==> src/gpp_map.svh <==
`ifndef GPP_MAP_SVH
`define GPP_MAP_SVH

// ****************************************
// Port layout
// ****************************************
`define GPP_WIDTH 8
`define GPP_ADDR_HI 9
`define GPP_ADDR_LO 2
`define GPP_ALL_ONES 8'hFF
`define GPP_ALL_ZERO 8'h00

// ****************************************
// Port identities and debug pins
// ****************************************
`define GPP_PORT_B 3'h1
`define GPP_PORT_C 3'h2
`define GPP_DBG_PORT_B 8'h80
`define GPP_DBG_PORT_C 8'h0F
`define GPP_TRIG_PIN 4

// ****************************************
// Reset values
// ****************************************
`define GPP_RST_ZERO 8'h00
`define GPP_RST_DRIVE2 8'hFF

// ****************************************
// Lock key and identification bytes
// ****************************************
// Arbitrary values, not tied to any product
`define GPP_LOCK_KEY 32'h5A5A_C3C3
`define GPP_ID_COUNT 4'hC
`define GPP_ID_TABLE {8'h11, 8'h22, 8'h33, 8'h44, 8'h55, 8'h66, \
    8'h77, 8'h88, 8'h99, 8'hAA, 8'hBB, 8'hCC}

`endif

==> src/gpp_pkg.sv <==
package gpp_pkg;

    // Byte wide per-pin vector
    typedef logic [7:0] gpp_byte_t;

    // Selects the configuration register on a write
    typedef enum logic [3:0] {
        GPP_SEL_DIR = 4'h0,
        GPP_SEL_IS = 4'h1,
        GPP_SEL_IBE = 4'h2,
        GPP_SEL_IEV = 4'h3,
        GPP_SEL_IM = 4'h4,
        GPP_SEL_AFSEL = 4'h5,
        GPP_SEL_DR2 = 4'h6,
        GPP_SEL_DR4 = 4'h7,
        GPP_SEL_DR8 = 4'h8,
        GPP_SEL_ODR = 4'h9,
        GPP_SEL_PUR = 4'hA,
        GPP_SEL_PDR = 4'hB,
        GPP_SEL_DEN = 4'hC,
        GPP_SEL_SLR = 4'hD,
        GPP_SEL_CR = 4'hE
    } gpp_cfg_sel_e;

endpackage

==> src/gpp_sync.sv <==
`timescale 1ns/10ps
`default_nettype none

// ****************************************
// Two-stage synchroniser
// ****************************************
module gpp_sync #(
    parameter int WIDTH = 8
) (
    // Clock and reset
    input wire logic i_sys_clk,
    input wire logic i_rst,
    // Data
    input wire logic [WIDTH-1:0] i_async,
    output logic [WIDTH-1:0] o_sync
);

    logic [WIDTH-1:0] meta_r;
    logic [WIDTH-1:0] sync_r;

    // First stage feeds only the second
    always_ff @(posedge i_sys_clk) begin
        if (i_rst) begin
            meta_r <= '0;
            sync_r <= '0;
        end else begin
            meta_r <= i_async;
            sync_r <= meta_r;
        end
    end

    assign o_sync = sync_r;

endmodule

`default_nettype wire

==> src/gpp_irq_pin.sv <==
`timescale 1ns/10ps
`default_nettype none

// ****************************************
// One pin of interrupt detection
// ****************************************
module gpp_irq_pin (
    // Clock and reset
    input wire logic i_sys_clk,
    input wire logic i_rst,
    // Level and controls
    input wire logic i_level,
    input wire logic i_sense,
    input wire logic i_both,
    input wire logic i_polarity,
    input wire logic i_clear,
    // Raw status
    output logic o_raw
);

    logic prev_r;
    logic raw_r;
    logic rise;
    logic fall;
    logic hit;

    // Previous level for edge detection
    always_ff @(posedge i_sys_clk) begin
        if (i_rst) begin
            prev_r <= 1'b0;
        end else begin
            prev_r <= i_level;
        end
    end

    // Edge selection: both edges or the chosen one
    assign rise = i_level & ~prev_r;
    assign fall = ~i_level & prev_r;
    assign hit = i_both ? (rise | fall) : (i_polarity ? rise : fall);

    // Level mode follows the input; edge mode is sticky, set beats clear
    always_ff @(posedge i_sys_clk) begin
        if (i_rst) begin
            raw_r <= 1'b0;
        end else if (i_sense) begin
            raw_r <= (i_level == i_polarity);
        end else begin
            raw_r <= hit | (raw_r & ~i_clear);
        end
    end

    assign o_raw = raw_r;

endmodule

`default_nettype wire

==> src/gpp_port.sv <==
`timescale 1ns/10ps
`default_nettype none
`include "gpp_map.svh"

module gpp_port
    import gpp_pkg::*;
#(
    parameter logic [2:0] PORT_INDEX = 3'h0,
    parameter logic [7:0] PIN_PRESENT = `GPP_ALL_ONES
) (
    // Clock and reset
    input wire logic i_sys_clk,
    input wire logic i_rst,
    // Data register access
    input wire logic i_data_wr,
    input wire logic i_data_rd,
    input wire logic [`GPP_ADDR_HI:`GPP_ADDR_LO] i_data_addr,
    input wire gpp_byte_t i_data_wdata,
    output gpp_byte_t o_data_rdata,
    // Configuration writes
    input wire logic i_cfg_wr,
    input wire gpp_cfg_sel_e i_cfg_sel,
    input wire gpp_byte_t i_cfg_wdata,
    // Interrupt clear
    input wire logic i_irq_clear_wr,
    input wire gpp_byte_t i_irq_clear_data,
    // Lock
    input wire logic i_lock_wr,
    input wire logic [31:0] i_lock_wdata,
    output logic o_locked,
    // Identification
    input wire logic [3:0] i_id_sel,
    output gpp_byte_t o_id_value,
    // Pins
    input wire gpp_byte_t i_pin_in,
    output gpp_byte_t o_pin_out,
    output gpp_byte_t o_pin_oe,
    // Alternate function
    input wire gpp_byte_t i_alt_out,
    input wire gpp_byte_t i_alt_oe,
    output gpp_byte_t o_alt_in,
    // Configuration state
    output gpp_byte_t o_pin_direction_reg,
    output gpp_byte_t o_irq_sense_select,
    output gpp_byte_t o_irq_both_edge_select,
    output gpp_byte_t o_irq_event_polarity,
    output gpp_byte_t o_irq_mask_reg,
    output gpp_byte_t o_alt_function_select,
    output gpp_byte_t o_drive_two_ma_select,
    output gpp_byte_t o_drive_four_ma_select,
    output gpp_byte_t o_drive_eight_ma_select,
    output gpp_byte_t o_slew_select,
    output gpp_byte_t o_open_drain_select,
    output gpp_byte_t o_pullup_select,
    output gpp_byte_t o_pulldown_select,
    output gpp_byte_t o_digital_input_enable,
    output gpp_byte_t o_commit_permit_reg,
    // Status and events
    output gpp_byte_t o_pin_value_reg,
    output gpp_byte_t o_irq_raw_status,
    output gpp_byte_t o_irq_masked_status,
    output logic o_irq,
    output logic o_conv_trigger
);

    // ****************************************
    // Port-specific defaults
    // ****************************************
    localparam gpp_byte_t DBG_PINS = (PORT_INDEX == `GPP_PORT_B) ?
        `GPP_DBG_PORT_B : ((PORT_INDEX == `GPP_PORT_C) ?
        `GPP_DBG_PORT_C : `GPP_ALL_ZERO);
    localparam gpp_byte_t DBG_RST = DBG_PINS & PIN_PRESENT;
    localparam logic IS_PORT_B = (PORT_INDEX == `GPP_PORT_B);
    localparam logic [95:0] ID_TABLE = `GPP_ID_TABLE;

    gpp_byte_t dir_r, is_r, ibe_r, iev_r, im_r, afsel_r;
    gpp_byte_t dr2_r, dr4_r, dr8_r, slr_r, odr_r;
    gpp_byte_t pur_r, pdr_r, den_r, cr_r, data_r, rdata_r, id_r;
    gpp_byte_t pin_sync, pin_in_en, raw, masked, cfg_val;
    gpp_byte_t af_en, data_wm, data_nxt, drv_val, drv_en;
    logic unlocked_r, trig_r, raw_trig_d_r;

    // ****************************************
    // Input synchroniser and digital enable
    // ****************************************
    gpp_sync #(.WIDTH(`GPP_WIDTH)) u_sync (
        .i_sys_clk(i_sys_clk),
        .i_rst(i_rst),
        .i_async(i_pin_in),
        .o_sync(pin_sync)
    );

    assign pin_in_en = pin_sync & den_r & PIN_PRESENT;

    // ****************************************
    // Configuration registers
    // ****************************************
    // Only pads that exist take a write
    assign cfg_val = i_cfg_wdata & PIN_PRESENT;
    // Protected bits need unlock plus commit
    assign af_en = PIN_PRESENT & (~DBG_PINS | (cr_r & {8{unlocked_r}}));

    // Register writes, reset values per port
    always_ff @(posedge i_sys_clk) begin
        if (i_rst) begin
            dir_r <= `GPP_RST_ZERO;
            is_r <= `GPP_RST_ZERO;
            ibe_r <= `GPP_RST_ZERO;
            iev_r <= `GPP_RST_ZERO;
            im_r <= `GPP_RST_ZERO;
            afsel_r <= DBG_RST;
            den_r <= DBG_RST;
            pur_r <= DBG_RST;
            pdr_r <= `GPP_RST_ZERO;
            dr2_r <= `GPP_RST_DRIVE2 & PIN_PRESENT;
            dr4_r <= `GPP_RST_ZERO;
            dr8_r <= `GPP_RST_ZERO;
            slr_r <= `GPP_RST_ZERO;
            odr_r <= `GPP_RST_ZERO;
        end else if (i_cfg_wr) begin
            case (i_cfg_sel)
                GPP_SEL_DIR: dir_r <= cfg_val;
                GPP_SEL_IS: is_r <= cfg_val;
                GPP_SEL_IBE: ibe_r <= cfg_val;
                GPP_SEL_IEV: iev_r <= cfg_val;
                GPP_SEL_IM: im_r <= cfg_val;
                GPP_SEL_AFSEL: begin
                    afsel_r <= (afsel_r & ~af_en) | (cfg_val & af_en);
                end
                GPP_SEL_DR2: begin
                    dr2_r <= dr2_r | cfg_val;
                    dr4_r <= dr4_r & ~cfg_val;
                    dr8_r <= dr8_r & ~cfg_val;
                end
                GPP_SEL_DR4: begin
                    dr4_r <= dr4_r | cfg_val;
                    dr2_r <= dr2_r & ~cfg_val;
                    dr8_r <= dr8_r & ~cfg_val;
                end
                GPP_SEL_DR8: begin
                    dr8_r <= dr8_r | cfg_val;
                    dr2_r <= dr2_r & ~cfg_val;
                    dr4_r <= dr4_r & ~cfg_val;
                end
                GPP_SEL_ODR: odr_r <= cfg_val;
                GPP_SEL_PUR: pur_r <= cfg_val;
                GPP_SEL_PDR: pdr_r <= cfg_val;
                GPP_SEL_DEN: den_r <= cfg_val;
                GPP_SEL_SLR: slr_r <= cfg_val & dr8_r;
                default: dir_r <= dir_r;
            endcase
        end
    end

    // Commit bits: only debug pins, only while unlocked
    always_ff @(posedge i_sys_clk) begin
        if (i_rst) begin
            cr_r <= ~DBG_PINS;
        end else if (i_cfg_wr && i_cfg_sel == GPP_SEL_CR && unlocked_r) begin
            cr_r <= (cr_r & ~DBG_PINS) | (i_cfg_wdata & DBG_PINS);
        end
    end

    // Lock opens on the key, closes on any other value
    always_ff @(posedge i_sys_clk) begin
        if (i_rst) begin
            unlocked_r <= 1'b0;
        end else if (i_lock_wr) begin
            unlocked_r <= (i_lock_wdata == `GPP_LOCK_KEY);
        end
    end

    // ****************************************
    // Data register
    // ****************************************
    // Address bits act as a per-bit write mask
    assign data_wm = i_data_wr ? (i_data_addr & PIN_PRESENT) : '0;
    // Outputs take writes, inputs track the pin
    assign data_nxt = (dir_r & ((data_r & ~data_wm) | (i_data_wdata & data_wm)))
        | (~dir_r & pin_in_en);

    always_ff @(posedge i_sys_clk) begin
        if (i_rst) begin
            data_r <= `GPP_RST_ZERO;
        end else begin
            data_r <= data_nxt & PIN_PRESENT;
        end
    end

    // Masked read, answered one cycle later
    always_ff @(posedge i_sys_clk) begin
        if (i_rst) begin
            rdata_r <= `GPP_RST_ZERO;
        end else if (i_data_rd) begin
            rdata_r <= data_r & i_data_addr & PIN_PRESENT;
        end else begin
            rdata_r <= `GPP_RST_ZERO;
        end
    end

    // ****************************************
    // Pin drive and alternate function
    // ****************************************
    // Peripheral owns the pin when selected
    assign drv_val = (afsel_r & i_alt_out) | (~afsel_r & data_r);
    assign drv_en = (afsel_r & i_alt_oe) | (~afsel_r & dir_r);
    // Open drain drives low only
    assign o_pin_out = drv_val & ~odr_r & PIN_PRESENT;
    assign o_pin_oe = drv_en & (~odr_r | ~drv_val) & PIN_PRESENT;
    assign o_alt_in = pin_in_en & afsel_r;

    // ****************************************
    // Interrupt detection
    // ****************************************
    for (genvar g = 0; g < `GPP_WIDTH; g++) begin : g_irq
        gpp_irq_pin u_irq (
            .i_sys_clk(i_sys_clk),
            .i_rst(i_rst),
            .i_level(pin_in_en[g]),
            .i_sense(is_r[g]),
            .i_both(ibe_r[g]),
            .i_polarity(iev_r[g]),
            .i_clear(i_irq_clear_wr & i_irq_clear_data[g]),
            .o_raw(raw[g])
        );
    end

    // Mask gates raw status onto one port line
    assign masked = raw & im_r & PIN_PRESENT;
    assign o_irq = |masked;

    // Converter trigger on a fresh unmasked pin four event, on port B only
    always_ff @(posedge i_sys_clk) begin
        if (i_rst) begin
            raw_trig_d_r <= 1'b0;
            trig_r <= 1'b0;
        end else begin
            raw_trig_d_r <= raw[`GPP_TRIG_PIN];
            trig_r <= IS_PORT_B & masked[`GPP_TRIG_PIN]
                & ~raw_trig_d_r;
        end
    end

    // ****************************************
    // Identification bytes
    // ****************************************
    always_ff @(posedge i_sys_clk) begin
        if (i_rst) begin
            id_r <= `GPP_RST_ZERO;
        end else if (i_id_sel < `GPP_ID_COUNT) begin
            id_r <= ID_TABLE[95 - 8 * i_id_sel -: 8];
        end else begin
            id_r <= `GPP_RST_ZERO;
        end
    end

    // ****************************************
    // Output assignments
    // ****************************************
    assign o_data_rdata = rdata_r;
    assign o_locked = ~unlocked_r;
    assign o_id_value = id_r;
    assign o_pin_direction_reg = dir_r;
    assign o_irq_sense_select = is_r;
    assign o_irq_both_edge_select = ibe_r;
    assign o_irq_event_polarity = iev_r;
    assign o_irq_mask_reg = im_r;
    assign o_alt_function_select = afsel_r;
    assign o_drive_two_ma_select = dr2_r;
    assign o_drive_four_ma_select = dr4_r;
    assign o_drive_eight_ma_select = dr8_r;
    assign o_slew_select = slr_r;
    assign o_open_drain_select = odr_r;
    assign o_pullup_select = pur_r;
    assign o_pulldown_select = pdr_r;
    assign o_digital_input_enable = den_r;
    assign o_commit_permit_reg = cr_r;
    assign o_pin_value_reg = data_r;
    assign o_irq_raw_status = raw;
    assign o_irq_masked_status = masked;
    assign o_conv_trigger = trig_r;
endmodule

`default_nettype wire

==> config.mk <==
export PLATFORM = sky130hd
export DESIGN_NAME = gpp_port
export DESIGN_NICKNAME = d
export VERILOG_FILES = /design/src/gpp_pkg.sv /design/src/gpp_sync.sv /design/src/gpp_irq_pin.sv /design/src/gpp_port.sv
export VERILOG_INCLUDE_DIRS = /design/src
export SDC_FILE = /design/constraint.sdc
export NUM_CORES = 1
export LEC_CHECK = 0
export ABC_AREA = 0
export BUFFER_PORTS_ARGS = -buffer_cell sky130_fd_sc_hd__buf_2
export CAP_MARGIN = 0
export CORE_ASPECT_RATIO = 1.25
export CORE_MARGIN = 3
export CORE_UTILIZATION = 35
export CTS_CLUSTER_SIZE = 12
export DETAILED_ROUTE_END_ITERATION = 10
export GPL_ROUTABILITY_DRIVEN = 0
export GPL_TIMING_DRIVEN = 0
export SYNTH_ARGS = -nofsm -noshare
export SYNTH_HDL_FRONTEND = slang
export SYNTH_SLANG_ARGS = --single-unit
==> constraint.sdc <==
create_clock -name i_sys_clk -period 1.4 [get_ports i_sys_clk]
set_input_delay 0 -clock i_sys_clk [delete_from_list [all_inputs] [get_ports i_sys_clk]]
set_output_delay 0 -clock i_sys_clk [all_outputs]
set_load 0.02 [all_outputs]
==> results.md <==
* Initial antenna violation count at 0
* Routed Antenna Nets at 0
* Fin crit share at 1.456
* First-pass GRT wire length at between 30,000 and 40,000 um
* Layout Nets at 1,314
* Post-synth EDFFs at 0
* Worst Path Required at around 1.4 ns
* Clock Tree Root: clkbuf_16
* Share of synthesized registers carrying an async set or reset at 0
* CTS Buffer Depth at 2
* Pleak at between 5 and 6 nW
* DRT iter0 DRCs at about 290
* Ant diodes at 0
* Arr. time, crit path at ~2.0 ns
* Final Skew at roughly 0.0057 ns
* Post-synthesis sequential area ratio at 0.4545
* Mapped cell area at around 7300 um^2
* Total GRT Usage at 0.2249
* Crit end category: output pin
* Avg Cell Area, Syn at ~9 um^2
* Worst-Skew Late Latency at ~0.42 ns
* Routed WL at around 26,000 um
* Layout cells sized above 1 at 0.3706
* Die width at about 130 um
* Area grow syn2layout at 46.31%
* Violated checks: setup timing
* WL/cell at between 15 and 20 um
* Endpoints failing hold at 0
* Detail Placement HPWL at around 18,000 um
* Cells after Synth at 813
* Final core utilization at 0.5252
* Total CTS buffers at 17
* Congestion Overflow GR at 0
* Post-route setup TNS at -0.6388 ns
* Crit Path Max Fanout at 3
* Clock sinks at between 150 and 200
* Buffers on Ports at around 280
* Fmax achieved at a little under 500 MHz
* Largest net degree at the start of global routing at 17
* Die area at roughly 23,000 um^2
* Status: finished with violations
* PD cells at just under 1000 nW/um^2
* FP Rows at 58
* Most used DFF post-synth: dfxtp_1
* Clk slew on worst S/H paths at around 0.06 ns
* DRC viols at 0
* Max-slew headroom at 0.4314
* Die H at about 170 um
* Fill count at ~1,900
* H-tree levels at 4
* DRT Pass-1 Iters at 5
* Pwr Total at 10.54 mW
* Yosys warnings at 0
* Total number of vias at 7,006
* Max-slew violations at 0
* Core region area at between 20,000 and 25,000 um^2
* TritonCTS clock tree: done
* Number of global-route vias before repair at ~6,900
* Starting Density at 0.3590
* Hold_ws at approximately 0.01 ns
* Slew @ Worst Pin at ~0.85 ns
* Number of I/O pins at 290
* Maximum VDD drop at between 800 and 900 uV
* Vias per cell at approximately 4.7
* Critical path class: register to output pin
* Max cap viols at 0
* Setup violators final at 1
* Post-route minimum period at 2.039 ns
* RSZ-0062 raised after global routing: true
* Yosys reg bits at between 150 and 200
* Setup WS post-layout at -0.6388 ns
* Yosys cell types at between 40 and 50
* Worst Setup Start Kind: register
* Min-delay worst type: input pin to register
[timing repair]
item,in CTS,in global routing
pin swaps,10,17
hold buffers,65,1
setup buffers,8,9
gates cloned,0,0
setup endpoints to repair,36,63
endpoints found under the hold margin,73,1
resized for setup,52,45
[layout by cell type (no fill, tap or decap), drive strengths merged, types with 19 or more instances in the layout]
cell	count
a21oi	35
buf	347
clkbuf	54
dfxtp	165
dlygate4sd3	61
inv	19
mux2i	96
nand2	100
nand2b	19
nand3	43
nor2	103
nor2b	26
[metal layers]
layer,vias to the layer above,track usage,share of wire
met5,-,0,0
li1,3442,-,-
met4,0,0.07795,0.026
met2,223,0.4189,0.52
met1,3299,0.2529,0.40
met3,42,0.04267,0.049
[critical path, cell delays in order (launching register included)]
cell and delay [ns]:
dfxtp_2 0.32, and2_4 0.15, or4_4 0.56, or4_4 0.43
buf_6 0.15
[final timing paths]
kind / endpoint / slack (ns) / startpoint / depth (start not counted)
setup / recovery: o_irq / -0.64 / g_irq[0].u_irq.o_raw$_SDFF_PP0_ / 4
hold / removal: g_irq[1].u_irq.o_raw$_SDFF_PP0_ / 0.01 / i_irq_clear_data[1] / 4
setup reg to reg: g_irq[3].u_irq.o_raw$_SDFF_PP0_ / 0.04 / o_digital_input_enable[3]$_SDFFE_PP0P_ / 7
hold reg to reg: u_sync.o_sync[4]$_SDFF_PP0_ / 0.43 / u_sync.meta_r[4]$_SDFF_PP0_ / 1
[final cells by class]
cell class,instances,area (um^2),share of cell area
Clock buffer,23,447.9,0.04212
Inverter,18,75.07,0.007060
Clock inverter,8,125.1,0.01177
Multi-Input combinational cell,550,3621,0.3405
Sequential cell,165,3349,0.3150
Buffer,87,518.0,0.04871
Tap cell,270,337.8,0.03177
Timing Repair Buffer,355,2160,0.2031
[through the flow]
stage	cell area, um^2	instances	setup WS, ns
floorplan	7316	820	-0.07759
global placement	9035	1366	-0.5578
finish	10630	1476	-0.6388
CTS	10440	1470	-0.6558
global route	10630	1476	-0.6690
detailed placement	9035	1366	-0.5689
[kinds of logic after synthesis]
| group | after synthesis | synth area share |
|---|---|---|
| xor gates and xnor gates | 9 | 0.01085 |
| buffers and inverters | 105 | 0.07953 |
| muxes | 98 | 0.1353 |
| and+or+nand+nor | 338 | 0.2217 |
| other | 2 | 0.001033 |
| AOI/OAI and AO/OA | 79 | 0.06783 |
| DFF | 165 | 0.4545 |
| adders and majority gates | 17 | 0.02926 |
[cells in the mapped netlist, drive strengths merged, types with 6 or more instances]
| library cell | number | area [um^2] |
|---|---|---|
| a21oi | 35 | 175.2 |
| dfxtp | 165 | 3303 |
| xnor2 | 9 | 78.83 |
| nor2 | 103 | 394.1 |
| mux2i | 96 | 960.9 |
| inv | 18 | 67.56 |
| a311oi | 8 | 70.07 |
| and3 | 16 | 100.1 |
| nor2b | 26 | 162.7 |
| nand3 | 43 | 215.2 |
| clkbuf | 31 | 116.4 |
| o21ai | 18 | 90.09 |
| nand2b | 19 | 118.9 |
| buf | 56 | 394.1 |
| ha | 17 | 212.7 |
| a2111oi | 6 | 52.55 |
| and2 | 9 | 56.30 |
| a211oi | 6 | 45.04 |
| nand2 | 100 | 375.4 |
[power breakdown]
part | internal (mW) | total (mW) | switching (mW)
Clock | 2.80 | 4.69 | 1.89
Sequential | 4.76 | 4.82 | 0.0615
Combinational | 0.454 | 1.02 | 0.570
No activity file was read; power rests on OpenSTA's default activity.
